<file path="src/logic/csm_pkg.sv">
// Operation
// Start plus address 0x2A; others ignored
// Host points at control byte with 0x00
// 0x85 holds reset, wakes, selects manual
// Manual count follows, high byte first
// Writing 0x05 releases reset, starts measuring
// Channel time is count times step unit
// Host waits beyond total integration time
// Cycles repeat; results update per cycle
// Pointer 0x03 selects first result byte
// Read address acknowledged, device drives data
// First read byte is red high
// Device acks host bytes; host acks reads
// Then green, blue, infrared, high first
// Host ends read with nack, stop
// Direction bit: 1 read, 0 write
// Pointer advances after every data byte
`default_nettype none
package csm_pkg;
  // ==========================================================
  // Link constants
  localparam logic [6:0] CSM_SLAVE_ADDR = 7'h2A;  // Sensor slave address
  localparam logic       CSM_DIR_READ   = 1'b1;   // Direction bit for reads
  localparam logic [3:0] CSM_BITS_BYTE  = 4'h8;   // Bits per byte

  // ==========================================================
  // Register offsets
  localparam logic [7:0] CSM_REG_CTRL   = 8'h00;  // measurement_control
  localparam logic [7:0] CSM_REG_MAN_HI = 8'h01;  // Manual timing high byte
  localparam logic [7:0] CSM_REG_MAN_LO = 8'h02;  // Manual timing low byte
  localparam logic [7:0] CSM_REG_RES0   = 8'h03;  // color_result_first_byte
  localparam logic [7:0] CSM_REG_RESN   = 8'h0A;  // Last result byte

  // ==========================================================
  // Control byte fields
  localparam int         CSM_CTRL_ADC_RST = 7;    // Converter held in reset
  localparam int         CSM_CTRL_STANDBY = 6;    // Sleep when set
  localparam int         CSM_CTRL_MANUAL  = 2;    // Manual timing select
  localparam int         CSM_CTRL_TINT_LO = 0;    // Step select, two bits
  localparam logic [7:0] CSM_CTRL_RESET   = 8'hC0;  // Reset and standby
  localparam logic [7:0] CSM_MAN_RESET    = 8'h00;  // Manual count reset

  // ==========================================================
  // Timing
  localparam int CSM_CLK_MHZ       = 100;         // System clock rate
  localparam int CSM_TINT00_US     = 100;         // Step unit, code 00
  localparam int CSM_TINT01_US     = 1000;        // Step unit, code 01
  localparam int CSM_TINT10_US     = 10000;       // Step unit, code 10
  localparam int CSM_TINT11_US     = 100000;      // Step unit, code 11
  localparam int CSM_TINT00_CYC    = CSM_TINT00_US * CSM_CLK_MHZ;
  localparam int CSM_TINT01_CYC    = CSM_TINT01_US * CSM_CLK_MHZ;
  localparam int CSM_TINT10_CYC    = CSM_TINT10_US * CSM_CLK_MHZ;
  localparam int CSM_TINT11_CYC    = CSM_TINT11_US * CSM_CLK_MHZ;
  localparam int CSM_NUM_CH        = 4;           // Red, green, blue, infrared
  localparam logic [15:0] CSM_SAT  = 16'hFFFF;    // Result saturation value

  // ==========================================================
  // Serial engine states
  typedef enum logic [6:0] {
    CSM_IDLE = 7'b000_0001,
    CSM_ADDR = 7'b000_0010,
    CSM_AACK = 7'b000_0100,
    CSM_WR   = 7'b000_1000,
    CSM_WACK = 7'b001_0000,
    CSM_RD   = 7'b010_0000,
    CSM_RACK = 7'b100_0000
  } csm_state_e;
endpackage
`default_nettype wire

</file>
<file path="src/logic/csm_sync.sv">
`default_nettype none
// ==========================================================
// Two-stage synchroniser for pin inputs
module csm_sync #(
  parameter int W = 1
) (
  // Clock and reset
  input  wire logic         i_clk_sys,
  input  wire logic         i_srst,
  // Data
  input  wire logic [W-1:0] i_async,
  output logic      [W-1:0] o_sync
);
  logic [W-1:0] meta;  // First stage, read only by second stage

  // Reset to ones: an idle open-drain bus sits high
  always_ff @(posedge i_clk_sys) begin
    if (i_srst) begin
      meta   <= '1;
      o_sync <= '1;
    end else begin
      meta   <= i_async;
      o_sync <= meta;
    end
  end
endmodule
`default_nettype wire

</file>
<file path="src/logic/csm_top.sv">
`default_nettype none
// ==========================================================
// Colour sensor measurement core with serial register port
module csm_top
  import csm_pkg::*;
#(
  parameter int P_TINT00_CYC = CSM_TINT00_CYC,  // Step unit cycles, code 00
  parameter int P_TINT01_CYC = CSM_TINT01_CYC,  // Step unit cycles, code 01
  parameter int P_TINT10_CYC = CSM_TINT10_CYC,  // Step unit cycles, code 10
  parameter int P_TINT11_CYC = CSM_TINT11_CYC   // Step unit cycles, code 11
) (
  // Clock and reset
  input  wire logic       i_clk_sys,
  input  wire logic       i_srst,
  // Serial bus pins
  input  wire logic       i_scl,
  input  wire logic       i_sda,
  output logic            o_sda_out,
  output logic            o_sda_oe,
  // Light levels per unit step, same clock domain
  input  wire logic [7:0] i_lvl_red,
  input  wire logic [7:0] i_lvl_green,
  input  wire logic [7:0] i_lvl_blue,
  input  wire logic [7:0] i_lvl_ir,
  // Status
  output logic            o_meas_active,
  output logic            o_result_update
);
  // ==========================================================
  // Pin synchronisers and edge detection
  logic [1:0] pins_s;     // {scl, sda} after two flops
  logic       scl_q;      // Previous synced clock
  logic       sda_q;      // Previous synced data
  csm_sync #(.W(2)) u_sync (
    .i_clk_sys (i_clk_sys),
    .i_srst    (i_srst),
    .i_async   ({i_scl, i_sda}),
    .o_sync    (pins_s)
  );
  wire scl_s    = pins_s[1];
  wire sda_s    = pins_s[0];
  wire scl_rise = scl_s & ~scl_q;
  wire scl_fall = ~scl_s & scl_q;
  wire bus_strt = scl_s & scl_q & sda_q & ~sda_s;
  wire bus_stop = scl_s & scl_q & ~sda_q & sda_s;

  // History flops for edge detect
  always_ff @(posedge i_clk_sys) begin
    if (i_srst) begin
      scl_q <= 1'b1;
      sda_q <= 1'b1;
    end else begin
      scl_q <= scl_s;
      sda_q <= sda_s;
    end
  end

  // ==========================================================
  // Register storage
  logic [7:0]  ctrl;                    // measurement_control
  logic [7:0]  man_hi;                  // Manual count, high
  logic [7:0]  man_lo;                  // Manual count, low
  logic [15:0] result [CSM_NUM_CH];     // Published results
  logic [15:0] acc    [CSM_NUM_CH];     // Channels of current cycle
  logic [7:0]  ptr;                     // Register pointer

  // Read data mux: results start at pointer 0x03, high byte first
  wire [7:0] res_off = ptr - CSM_REG_RES0;
  wire       in_res  = (ptr >= CSM_REG_RES0) && (ptr <= CSM_REG_RESN);
  wire [1:0] res_ch  = res_off[2:1];
  wire [7:0] res_byte = res_off[0] ? result[res_ch][7:0]
                                   : result[res_ch][15:8];
  wire [7:0] rdata = in_res                  ? res_byte :
                     (ptr == CSM_REG_CTRL)   ? ctrl     :
                     (ptr == CSM_REG_MAN_HI) ? man_hi   :
                     (ptr == CSM_REG_MAN_LO) ? man_lo   : 8'h00;

  // ==========================================================
  // Serial engine
  csm_state_e st;
  logic [3:0] bitcnt;     // Bits seen in current byte
  logic [7:0] sh;         // Receive shift register
  logic [7:0] tx;         // Transmit shift register
  logic       rw;         // Direction of current transfer
  logic       first;      // Next written byte is the pointer
  logic       wr_stb;     // One-cycle write strobe
  logic [7:0] wr_dat;     // Byte to write at ptr
  logic [7:0] wr_adr;     // Register the strobe lands in
  wire  [7:0] sh_next = {sh[6:0], sda_s};
  wire        byte_end = scl_fall && (bitcnt == CSM_BITS_BYTE);
  wire        addr_hit = (sh[7:1] == CSM_SLAVE_ADDR);

  // Start and stop override everything; bits move on clock edges
  always_ff @(posedge i_clk_sys) begin
    wr_stb <= 1'b0;
    if (i_srst) begin
      st       <= CSM_IDLE;
      bitcnt   <= 4'h0;
      sh       <= 8'h00;
      tx       <= 8'h00;
      rw       <= 1'b0;
      first    <= 1'b1;
      ptr      <= 8'h00;
      wr_dat   <= 8'h00;
      wr_adr   <= 8'h00;
      o_sda_oe <= 1'b0;
    end else if (bus_strt) begin
      // Repeated start re-addresses but keeps the pointer
      st       <= CSM_ADDR;
      bitcnt   <= 4'h0;
      first    <= 1'b1;
      o_sda_oe <= 1'b0;
    end else if (bus_stop) begin
      st       <= CSM_IDLE;
      o_sda_oe <= 1'b0;
    end else begin
      unique case (st)
        CSM_IDLE: begin
          o_sda_oe <= 1'b0;
        end
        CSM_ADDR, CSM_WR: begin
          if (scl_rise) begin
            sh     <= sh_next;
            bitcnt <= bitcnt + 4'h1;
          end else if (byte_end) begin
            bitcnt <= 4'h0;
            if (st == CSM_ADDR) begin
              // Foreign address: stay off the bus until next start
              st       <= addr_hit ? CSM_AACK : CSM_IDLE;
              o_sda_oe <= addr_hit;
              rw       <= (sh[0] == CSM_DIR_READ);
            end else begin
              st       <= CSM_WACK;
              o_sda_oe <= 1'b1;
              first    <= 1'b0;
              if (first) begin
                ptr <= sh;
              end else begin
                // Latch the target before the pointer moves on
                wr_stb <= 1'b1;
                wr_dat <= sh;
                wr_adr <= ptr;
                ptr    <= ptr + 8'h01;
              end
            end
          end
        end
        CSM_AACK: begin
          if (scl_fall) begin
            if (rw) begin
              st       <= CSM_RD;
              tx       <= rdata;
              o_sda_oe <= ~rdata[7];
            end else begin
              st       <= CSM_WR;
              o_sda_oe <= 1'b0;
            end
          end
        end
        CSM_WACK: begin
          if (scl_fall) begin
            st       <= CSM_WR;
            o_sda_oe <= 1'b0;
          end
        end
        CSM_RD: begin
          if (scl_rise) begin
            bitcnt <= bitcnt + 4'h1;
          end else if (byte_end) begin
            // Release the line so the host can acknowledge
            st       <= CSM_RACK;
            bitcnt   <= 4'h0;
            o_sda_oe <= 1'b0;
            ptr      <= ptr + 8'h01;
          end else if (scl_fall) begin
            tx       <= {tx[6:0], 1'b0};
            o_sda_oe <= ~tx[6];
          end
        end
        CSM_RACK: begin
          if (scl_rise && sda_s) begin
            st <= CSM_IDLE;
          end else if (scl_fall) begin
            st       <= CSM_RD;
            tx       <= rdata;
            o_sda_oe <= ~rdata[7];
          end
        end
      endcase
    end
  end

  // Open-drain: only ever drive low
  always_ff @(posedge i_clk_sys) begin
    o_sda_out <= 1'b0;
  end

  // ==========================================================
  // Writable registers; results and unmapped bytes ignore writes
  always_ff @(posedge i_clk_sys) begin
    if (i_srst) begin
      ctrl   <= CSM_CTRL_RESET;
      man_hi <= CSM_MAN_RESET;
      man_lo <= CSM_MAN_RESET;
    end else if (wr_stb) begin
      if (wr_adr == CSM_REG_CTRL) begin
        ctrl <= wr_dat;
      end
      if (wr_adr == CSM_REG_MAN_HI) begin
        man_hi <= wr_dat;
      end
      if (wr_adr == CSM_REG_MAN_LO) begin
        man_lo <= wr_dat;
      end
    end
  end

  // ==========================================================
  // Measurement sequencer
  wire        adc_hold = ctrl[CSM_CTRL_ADC_RST] | ctrl[CSM_CTRL_STANDBY];
  wire [1:0]  tint     = ctrl[CSM_CTRL_TINT_LO +: 2];
  wire [31:0] unit_cyc = (tint == 2'b00) ? 32'(P_TINT00_CYC) :
                         (tint == 2'b01) ? 32'(P_TINT01_CYC) :
                         (tint == 2'b10) ? 32'(P_TINT10_CYC) :
                                           32'(P_TINT11_CYC);
  // Fixed mode integrates one unit per channel; manual takes the count, or one unit when the count is zero
  wire [15:0] man_cnt  = {man_hi, man_lo};
  wire [15:0] steps    = (ctrl[CSM_CTRL_MANUAL] && (man_cnt != 16'h0000))
                         ? man_cnt : 16'h0001;
  logic [31:0] unit_ctr;  // Cycles within one step
  logic [15:0] step_ctr;  // Steps within one channel
  logic [1:0]  ch;        // Channel being integrated
  wire  [7:0]  lvl = (ch == 2'd0) ? i_lvl_red   :
                     (ch == 2'd1) ? i_lvl_green :
                     (ch == 2'd2) ? i_lvl_blue  : i_lvl_ir;
  wire  [16:0] sum      = {1'b0, acc[ch]} + {9'h000, lvl};
  // Greater-or-equal so a timing change mid-channel cannot overrun a counter
  wire         unit_end = (unit_ctr >= unit_cyc - 32'h0000_0001);
  wire         ch_end   = unit_end && (step_ctr >= steps - 16'h0001);

  // Accumulate one level sample per unit step, saturating
  always_ff @(posedge i_clk_sys) begin
    o_result_update <= 1'b0;
    if (i_srst || adc_hold) begin
      unit_ctr <= 32'h0000_0000;
      step_ctr <= 16'h0000;
      ch       <= 2'd0;
      for (int i = 0; i < CSM_NUM_CH; i++) begin
        acc[i] <= 16'h0000;
      end
    end else begin
      unit_ctr <= unit_end ? 32'h0000_0000 : unit_ctr + 32'h0000_0001;
      if (unit_end) begin
        acc[ch]  <= sum[16] ? CSM_SAT : sum[15:0];
        step_ctr <= ch_end ? 16'h0000 : step_ctr + 16'h0001;
      end
      if (ch_end) begin
        ch <= ch + 2'd1;
        if (ch == 2'(CSM_NUM_CH - 1)) begin
          o_result_update <= 1'b1;
          for (int i = 0; i < CSM_NUM_CH; i++) begin
            acc[i] <= 16'h0000;
          end
        end
      end
    end
  end

  // Publish a full cycle at once so the result registers never mix cycles
  always_ff @(posedge i_clk_sys) begin
    if (i_srst) begin
      for (int i = 0; i < CSM_NUM_CH; i++) begin
        result[i] <= 16'h0000;
      end
    end else if (!adc_hold && ch_end && ch == 2'(CSM_NUM_CH - 1)) begin
      for (int i = 0; i < CSM_NUM_CH - 1; i++) begin
        result[i] <= acc[i];
      end
      result[CSM_NUM_CH-1] <= sum[16] ? CSM_SAT : sum[15:0];
    end
  end

  // Activity flag
  always_ff @(posedge i_clk_sys) begin
    if (i_srst) begin
      o_meas_active <= 1'b0;
    end else begin
      o_meas_active <= ~adc_hold;
    end
  end
endmodule
`default_nettype wire
</file>
<file path="config.mk">
export PLATFORM = sky130hd
export DESIGN_NAME = csm_top
export DESIGN_NICKNAME = d
export VERILOG_FILES = /design/src/logic/csm_pkg.sv /design/src/logic/csm_sync.sv /design/src/logic/csm_top.sv
export SDC_FILE = /design/constraint.sdc
export NUM_CORES = 1
export LEC_CHECK = 0
export BUFFER_PORTS_ARGS = -buffer_cell sky130_fd_sc_hd__buf_4
export CAP_MARGIN = 5
export CELL_PAD_IN_SITES_DETAIL_PLACEMENT = 1
export CELL_PAD_IN_SITES_GLOBAL_PLACEMENT = 1
export CORE_MARGIN = 1.5
export CORE_UTILIZATION = 54
export CTS_BUF_LIST = sky130_fd_sc_hd__clkbuf_16
export DETAILED_ROUTE_END_ITERATION = 10
export PLACE_DENSITY = 0.85
export SLEW_MARGIN = 30
export SYNTH_ARGS = -nofsm -noshare
export SYNTH_HDL_FRONTEND = slang
export SYNTH_HIERARCHICAL = 1
export SYNTH_SLANG_ARGS = --single-unit
</file>
<file path="constraint.sdc">
create_clock -name i_clk_sys -period 9 [get_ports i_clk_sys]
set_input_delay 2.7 -clock i_clk_sys [delete_from_list [all_inputs] [get_ports i_clk_sys]]
set_output_delay 2.7 -clock i_clk_sys [all_outputs]
set_load 0.02 [all_outputs]
</file>
# Word-level counts from Yosys, hierarchy flattened
# Memory sizes are Yosys's and may differ from the RTL's. A register that Yosys moved wholly into a read port is not among the register bits.
# Cells that the tools add are included.
[classes] reduce_logical=39 order_cmp=4 div=0 shift=0 muxes=85 n_mul=0 bitwise_logic=33 n_eq_ne=40 add_sub_neg=9
[ops] operator="$mux 16" count=12
[ops] operator="$mux 8" count=14
[ops] operator="$mux 7" count=15
[ops] operator="$mux 24" count=3
[ops] operator="$pmux 7 s5" count=1
[ops] operator="$add 32x1->32 const B" count=1
[ops] operator="$ge 32x32->1" count=1
[ops] operator="$reduce_and 8->1" count=4
[ops] operator="$mux 1" count=27
[ops] operator="$sub 24x1->25 const B" count=1
[ops] operator="$ne 2x2->1 const B" count=12
[ops] operator="$ne 4x4->1 const B" count=6
[ops] operator="$pmux 7 s3" count=1
[ops] operator="$add 16x8->17" count=1
[ops] operator="$add 16x1->16 const B" count=1
[ops] operator="$eq 8x1->1 const B" count=2
[ops] operator="$eq 8x2->1 const B" count=2
[ops] operator="$ge 16x16->1" count=1
[ops] operator="$logic_not 8->1" count=2
[ops] operator="$pmux 8 s2" count=1
[ops] operator="$reduce_bool 16->1" count=1
[ops] operator="$reduce_or 16->1" count=1
[ops] operator="$sub 16x1->16 const B" count=1
[ops] operator="$not 1->1" count=15
[ops] operator="44 further kinds" count=84
[totals] output_inout_bits=4 in_bits=36 mem_count=2 ramBits=128 mem_bits_ro=0 latchBits=0 regBits=136 word_cells=236
[mem_list] memory="acc" depth=4 word_bits=16 read_ports=4 rd_clocked_by_memory_dff=1 wr=4 line_no="csm_top.sv:64" source="logic [15:0] acc [CSM_NUM_CH];"
[mem_list] memory="result" depth=4 word_bits=16 read_ports=1 rd_clocked_by_memory_dff=0 wr=4 line_no="csm_top.sv:63" source="logic [15:0] result [CSM_NUM_CH];"

# Longest topological paths before layout
# Gate-level depths: netlist of run 1.
[logic_depth] ltp_word=15 ltp_mapped=22 mapped_depth_nobuf=18

# By module
# The synthesis of run 1 kept the hierarchy.
[modules_own_cells] module="csm_top" seq_area_each_um2=6526.3 cells_each=1366 n_inst=1 area_each_um2=13919.6
[modules_own_cells] module="csm_sync" seq_area_each_um2=80.1 cells_each=8 n_inst=1 area_each_um2=105.1

# Least setup slack after synthesis of run 1
# OpenSTA, ideal clock, no wires.
[synth_path] path_kind="register to register" from="register man_lo[7]" to="memory result[0][0], enable pin" setup_time_ns=0.425 t_arrival_ns=5.468 n_path_buf=3 path_slack_ns=3.107 stages_incl_launch_ff=18 synth_period_minus_slack_ns=5.893 t_required_ns=8.575 cell_sequence="dfxtp_1 or4_1 nor4_2 nand2_1 o41a_1 buf_2 nor2b_1 ha_1 clkbuf_1 nand2_1 o21a_1 o22ai_1 ha_1 o211ai_1 a2111oi_0 a21o_1 clkbuf_1 a41o_1"
[synth_rtl] item="from (decl)" line_no="csm_top.sv:62" source="logic [7:0] man_lo;"
[synth_rtl] item="from (signal assigned)" line_no="csm_top.sv:213" source="man_lo <= wr_dat;"
[synth_rtl] item="to (decl)" line_no="csm_top.sv:63"

==> results.txt, run 1 <==
Worst-path clk slew -> 0.07 ns
Clock Skews -> 0.0150 ns
most common cell after layout, fill and taps aside -> nor2_1
largest fanout on the critical path -> 49
startpoint types -> register
setup TNS -> 0 ns
Slew headroom -> 0.399
Vias/cell -> 6.28
largest family of logic cells by synthesized area -> simple AND/OR/NAND/NOR gates
FF-to-FF path depth -> 17
PD cells -> 164 nW/µm²
Adder-Cell Fraction of Synth Area -> 0.0558
largest net degree at the start of global routing -> 78
Required @ worst endpoint -> 9.42 ns
Num CTS Buffers -> 29
final WL -> 38600 µm
Crit Path Class -> reg2reg
DP Worst Slack -> 3.01 ns
fillers -> 2729
Pleak -> 5.92 nW
via count -> 11.0k
Fin Hold WS -> 0.412 ns
sequential cell area -> 6610 µm²
unique cell type count in the Yosys netlist -> 86
H-tree depth -> 1
Seq/Total Area, Yosys -> 0.471
syn avg cell area -> 10.2 µm²
initial core utilization -> 0.554
Hold Crit Class -> reg2reg
Hold Crit Depth -> 1
Synth Warn # -> 6
multiplexer share of the synthesized area -> 0.100
unrepaired setup endpoints after global routing -> false
Yosys reg bits -> 266
total congestion overflow -> 0
Clock Path Buffers -> 3
Final setup viols -> 0
fin nets -> 1489
Root Buffer -> clkbuf_16
wire length per cell -> 22.1 µm
Die ar. -> 26900 µm²
Main synth FF type -> dfxtp_1
RR Endpoint -> result[1][13]
placement row count -> 58
CTS tree -> built
Core ar. -> 25300 µm²
xor-xnor portion of the synthesized cell area -> 0.0249
area fraction in compound gates after synthesis -> 0.114
die height -> 164 µm
Hold Fails Final Rpt -> 0
worst IR drop on VDD -> 0.161 mV
CP Capture Type -> register
Layout area overhead -> 10.7%
DR iter-0 viols -> 787
HPWL after DPL -> 26500 µm
total global-route track usage -> 0.292
Hold Crit Start -> u_sync/meta[1]
flop2flop setup slack -> 2.94 ns
fin crit share -> 0.674
asr flop ratio synth -> 0
Worst-Skew Late Latency -> 0.57 ns
Core Util, Final -> 0.613
most frequent cells in the layout -> 187 x nor2_1, 137 x dfxtp_1, 128 x edfxtp_1, 93 x nand2_1, 73 x a21oi_1
clock tree sinks -> 266
Endpoint, Worst Hold -> u_sync/o_sync[1]
vias in the first global route -> 11.3k
simple-gate portion of the synthesized area -> 0.201
max_cap viols -> 0
status -> finished clean
synthesized instance count -> 1374
first-pass GRT wire length -> 61700 µm
fin crit period -> 6.06 ns
Ports -> 40
Worst R2R Start -> man_lo[7]
drt drc -> 0
area occupied by multi-input gates -> 7040 µm²
# diodes -> 0
worst path arrival time -> 6.48 ns
post-CTS sizing -> 0
layout cell share with drive strength beyond 1 -> 0.124
Hold-fix buffers, CTS -> 0
Cell Area, Synth -> 14000 µm²
DR pass1 iterations -> 6
initial antenna violation count -> 0
EDFF count, synth -> 128
setup ws final -> 2.94 ns
actual slew at the worst max-slew pin -> 0.894 ns
count of input and output buffers -> 38
# Post-CTS Setup Buffers -> 0
Final Slew Violations -> 0
Final ANT Viol Nets -> 0
die width -> 164 µm
Max Clk Rate -> 165 MHz
GPL Wtd Cong -> 0.852
-- per-stage QoR --
| stage | instances | area (µm²) | total power, W |
|---|---|---|---|
| 3_3_place_gp | 1688 | 14500 | 0.00136 |
| 2_1_floorplan | 1382 | 14100 | 0.00134 |
| 4_1_cts | 1744 | 15500 | 0.00256 |
| 5_1_grt | 1744 | 15500 | 0.00260 |
| 6_report | 1744 | 15500 | 0.00255 |
| 3_5_place_dp | 1690 | 14600 | 0.00137 |
-- synthesized netlist by cell type (all sizes together) (9+ instances only) --
master | count | share of area
buf | 25 | 0.011
nand2b | 9 | 0.0045
a31oi | 10 | 0.0045
a211o | 10 | 0.0062
nor4 | 10 | 0.0049
nand3 | 32 | 0.011
o31ai | 9 | 0.0058
and3 | 23 | 0.010
nor2 | 196 | 0.054
or3 | 12 | 0.0057
nand3b | 9 | 0.0048
or2 | 17 | 0.0078
xnor2 | 19 | 0.012
clkbuf | 51 | 0.014
ha | 61 | 0.054
a21o | 12 | 0.0064
nand2 | 94 | 0.025
o21ai | 56 | 0.020
a211oi | 14 | 0.0079
and2 | 53 | 0.024
o22ai | 13 | 0.0058
nor3 | 49 | 0.020
inv | 28 | 0.0075
a21oi | 74 | 0.027
mux2i | 70 | 0.050
edfxtp | 128 | 0.27
mux4 | 31 | 0.050
nand4 | 21 | 0.013
dfxtp | 138 | 0.20
xor2 | 20 | 0.012
-- sequential cells by signal, summed over array words and instances (netlist names), 8 cells and up, named ones only --
name and flops:
wr_dat 8, result 64, wr_adr 8, ctrl 8, man_lo 8, man_hi 8
acc 64, sh 8, ptr 8, unit_ctr 32, step_ctr 16
-- worst max-delay path, cell delays in order (launching register included) --
cell and delay, ns:
dfxtp_1 0.35, or4_1 0.57, nor4_2 0.35, nand2_1 0.16, o41a_1 0.56, nor2b_1 0.23, ha_1 0.32, inv_1 0.22
or2_2 0.15, a31oi_1 0.09, ha_1 0.31, o21a_1 0.11, o211ai_1 0.08, a2111oi_0 0.56, a21o_1 0.56, nand4_4 0.42
inv_2 0.59, and2_1 0.24
-- final cells by class --
class	instances	area share
repair buffers	54	0.0264
clock buffers	29	0.0467
multi-input cells	1012	0.453
well taps	330	0.0266
clock inverters	25	0.0145
inverters	28	0.00677
flip-flops and latches	266	0.426
-- cell families (layout without fill, tap and decap cells) --
group	count (synthesis)	after routing
simple gates	553	553
flops	266	266
compound gates	248	248
buf+inv	104	136
mux	101	101
fa+ha+maj	62	62
xor+xnor	39	39
other cells	1	9
-- per-layer routing --
layer  track usage  vias to the layer above  routed length [µm]
met2         0.517                      335               19700
met3        0.0354                       73                1770
met5             0                        -                   0
li1              -                     5033                   -
met1         0.370                     5520               16100
met4        0.0942                        0                1030
-- worst max path at each step --
stage / from / endpoint / slack [ns] / cells past startpoint
after detailed placement: man_lo[7] / result[1][13] / 3.01 / 17
after global routing: man_lo[7] / result[0][5] / 2.55 / 17
after global placement: man_lo[7] / acc[0][14] / 3.11 / 17
after CTS: man_lo[7] / result[1][0] / 2.99 / 17
final: man_lo[7] / result[1][13] / 2.94 / 17
after floorplan: man_lo[7] / result[0][0] / 3.11 / 17
-- power by group --
| group | switching, W | total (W) | internal (W) |
|---|---|---|---|
| Sequential | 0.00000772 | 0.00128 | 0.00127 |
| Clock | 0.000511 | 0.00121 | 0.000700 |
| Combinational | 0.0000360 | 0.0000602 | 0.0000242 |
(Power assumes the default switching activity.)
==> inputs of run 2 (changes only) <==
- ABC_AREA: unset -> 1
- CORE_UTILIZATION: 54 -> 47
- PLACE_DENSITY: 0.85 -> 0.8
- clock period: 9 -> 6 ns (I/O delays scaled with it)
==> run 2 against run 1 <==
  * Synthesized area rose by 6.9%
  * First-iteration DRC count rose by 5.5%
  * Largest power group is now clock
  * Count of clock-buffer cells in the layout rose by 2
  * Hold slack barely moved
  * Sequential share of layout area fell by 3.0 points
  * Critical path type unchanged
  * Combinational power rose by 100%
  * Clock skew rose by 0.011 ns
  * Maximum frequency rose by 28%
  * Flip-flop and latch count did not move
  * Sequential power rose by 51%
==> results.txt, run 2 <==
status -> finished clean
Final ANT Viol Nets -> 0
Slew headroom -> 0.424
HPWL after DPL -> 30500 µm
EDFF count, synth -> 128
Hold-fix buffers, CTS -> 0
Fin Hold WS -> 0.412 ns
Worst-path clk slew -> 0.06 ns
fin nets -> 2123
largest net degree at the start of global routing -> 66
CTS tree -> built
Core ar. -> 31500 µm²
placement row count -> 65
cell mode on critical path -> nand2_1
DR pass1 iterations -> 5
Die ar. -> 33000 µm²
H-tree depth -> 1
P_int -> 0.00325 W
Crit Path Class -> reg2reg
# Post-CTS Setup Buffers -> 0
Vias/cell -> 5.36
Psw -> 0.000897 W
Hold Crit Depth -> 2
clock tree sinks -> 266
Worst-Skew Late Latency -> 0.58 ns
clock network fraction of design power -> 0.505
Yosys reg bits -> 266
DR iter-0 viols -> 830
top cell type by total area after synthesis -> edfxtp_1
final WL -> 43200 µm
total global-route track usage -> 0.267
wire length per cell -> 17.6 µm
post-CTS sizing -> 0
fin crit period -> 4.74 ns
Hold Crit Class -> reg2reg
synthesized instance count -> 1997
Clock Skews -> 0.0258 ns
max_cap viols -> 0
Pwr Total -> 0.00415 W
drt drc -> 0
Main synth FF type -> dfxtp_1
Clock Path Buffers -> 3
Reg power frac -> 0.466
initial core utilization -> 0.476
Ports -> 40
worst IR drop on VDD -> 0.198 mV
syn avg cell area -> 7.51 µm²
commonest cells in the netlist -> 452 x nand2_1, 319 x nor2_1, 261 x inv_1
Pleak -> 7.19 nW
layout cell share with drive strength beyond 1 -> 0.0883
PD cells -> 249 nW/µm²
Required @ worst endpoint -> 6.19 ns
Final setup viols -> 0
area share of the largest cell type after synthesis -> 0.256
count of input and output buffers -> 38
GPL Wtd Cong -> 0.830
switching portion of total power -> 0.216
setup TNS -> 0 ns
fin crit share -> 0.790
unrepaired setup endpoints after global routing -> false
die height -> 182 µm
first-pass GRT wire length -> 71200 µm
# diodes -> 0
via count -> 13.1k
Synth Warn # -> 6
Cell Area, Synth -> 15000 µm²
startpoint types -> register
Seq/Total Area, Yosys -> 0.441
largest fanout on the critical path -> 64
CP max stage delay -> 0.66 ns
CP max-delay cell -> buf_4
Logic pwr share -> 0.029
top-count cell post-synth -> nand2_1
Final Slew Violations -> 0
actual slew at the worst max-slew pin -> 0.864 ns
vias in the first global route -> 13.8k
CP Cell Sequence -> inv_1 -> nand3_1 -> nor2_1 -> nand2_2 -> nand2_4 -> inv_1 -> nand2_1 -> inv_1 -> ha_1 -> nand2_1 -> nor2_1 -> nand2_1 -> nand2_1 -> nand2_1 -> ha_1 -> nand2_1 -> nor3_1 -> nand3_1 -> nand3_1 -> nand3_4 -> o21ai_4 -> buf_4
fillers -> 3961
total congestion overflow -> 0
Layout area overhead -> 11.3%
Hold Fails Final Rpt -> 0
worst path arrival time -> 4.93 ns
largest cells by area after synthesis -> edfxtp_1 26%, dfxtp_1 18%, nand2_1 11%, nor2_1 8.0%, inv_1 6.5%
FF-to-FF path depth -> 22
Max Clk Rate -> 211 MHz
Root Buffer -> clkbuf_16
die width -> 182 µm
initial antenna violation count -> 0
CP Capture Type -> register
most common cell after layout, fill and taps aside -> nand2_1
most frequent cells in the layout -> 452 x nand2_1, 319 x nor2_1, 263 x inv_1, 158 x nand3_1, 138 x dfxtp_1
Top Registers -> acc (64), result (64), unit_ctr (32)
unique cell type count in the Yosys netlist -> 45
Num CTS Buffers -> 31
asr flop ratio synth -> 0
## run 2: changes by cell type after synthesis, moves of 24 or more
| cell | delta |
|---|---|
| mux4_2 | -29 |
| nand3_1 | +126 |
| clkbuf_1 | -24 |
| nor2_1 | +132 |
| nand2_1 | +358 |
| nor3_1 | -25 |
| mux2i_1 | -62 |
| and2_1 | -52 |
| a21oi_1 | +44 |
| inv_1 | +235 |
## run 2: final cells by class
| class | instances | area, µm² | share of cell area |
|---|---|---|---|
| multi-input combinational | 1397 | 7010 | 0.420 |
| inverter | 277 | 1040 | 0.0623 |
| timing repair buffer | 52 | 390 | 0.0234 |
| sequential | 266 | 6610 | 0.396 |
| tap | 402 | 503 | 0.0302 |
| clock buffer | 31 | 776 | 0.0465 |
| clock inverter | 27 | 359 | 0.0215 |
## run 2: stage by stage
stage	util	area (µm²)	setup slack, ns	instances
after floorplan	-	15000	1.07	2005
after global placement	0.494	15500	1.36	2394
after detailed placement	0.494	15500	1.27	2394
after CTS	0.530	16700	1.26	2452
after global routing	0.530	16700	0.863	2452
final	0.530	16700	1.26	2452
## run 2: layer usage
layer | track usage | vias to the layer above | part of all wire
li1 | - | 6483 | -
met2 | 0.463 | 246 | 0.48
met4 | 0.0790 | 0 | 0.025
met3 | 0.0339 | 73 | 0.043
met1 | 0.348 | 6340 | 0.45
met5 | 0 | - | 0
## run 2: path summary, 6_finish.rpt
kind,startpoint,slack (ns),to
hold reg to reg,u_sync/meta[0],0.41,u_sync/o_sync[0]
setup reg to reg,man_lo[5],1.26,result[0][7]
setup / recovery,man_lo[5],1.26,result[0][7]
hold / removal,u_sync/meta[0],0.41,u_sync/o_sync[0]
## run 2: power groups by stage
stage          Clock (W)  Sequential [W]  Combinational, W
2_1_floorplan          0         0.00197         0.0000777
3_3_place_gp           0         0.00197          0.000119
3_5_place_dp           0         0.00197          0.000122
4_1_cts          0.00213         0.00193          0.000123
5_1_grt          0.00219         0.00194          0.000138
6_report         0.00210         0.00193          0.000122
## run 2: kinds of logic after synthesis
group | synth area share
DFF | 0.441
buffers and inverters | 0.0948
AOI/OAI and AO/OA | 0.0926
and+or+nand+nor | 0.295
other | 0.000250
xor gates and xnor gates | 0.0187
muxes | 0.00534
adders and majority gates | 0.0522
## run 2: critical path: cells and delay by family, from the launching register on
kind            cells  cell delay, ns
compound gates      1            0.18
fa+ha+maj           2            0.45
buf+inv             4            1.13
flops               1            0.44
simple gates       15            2.06
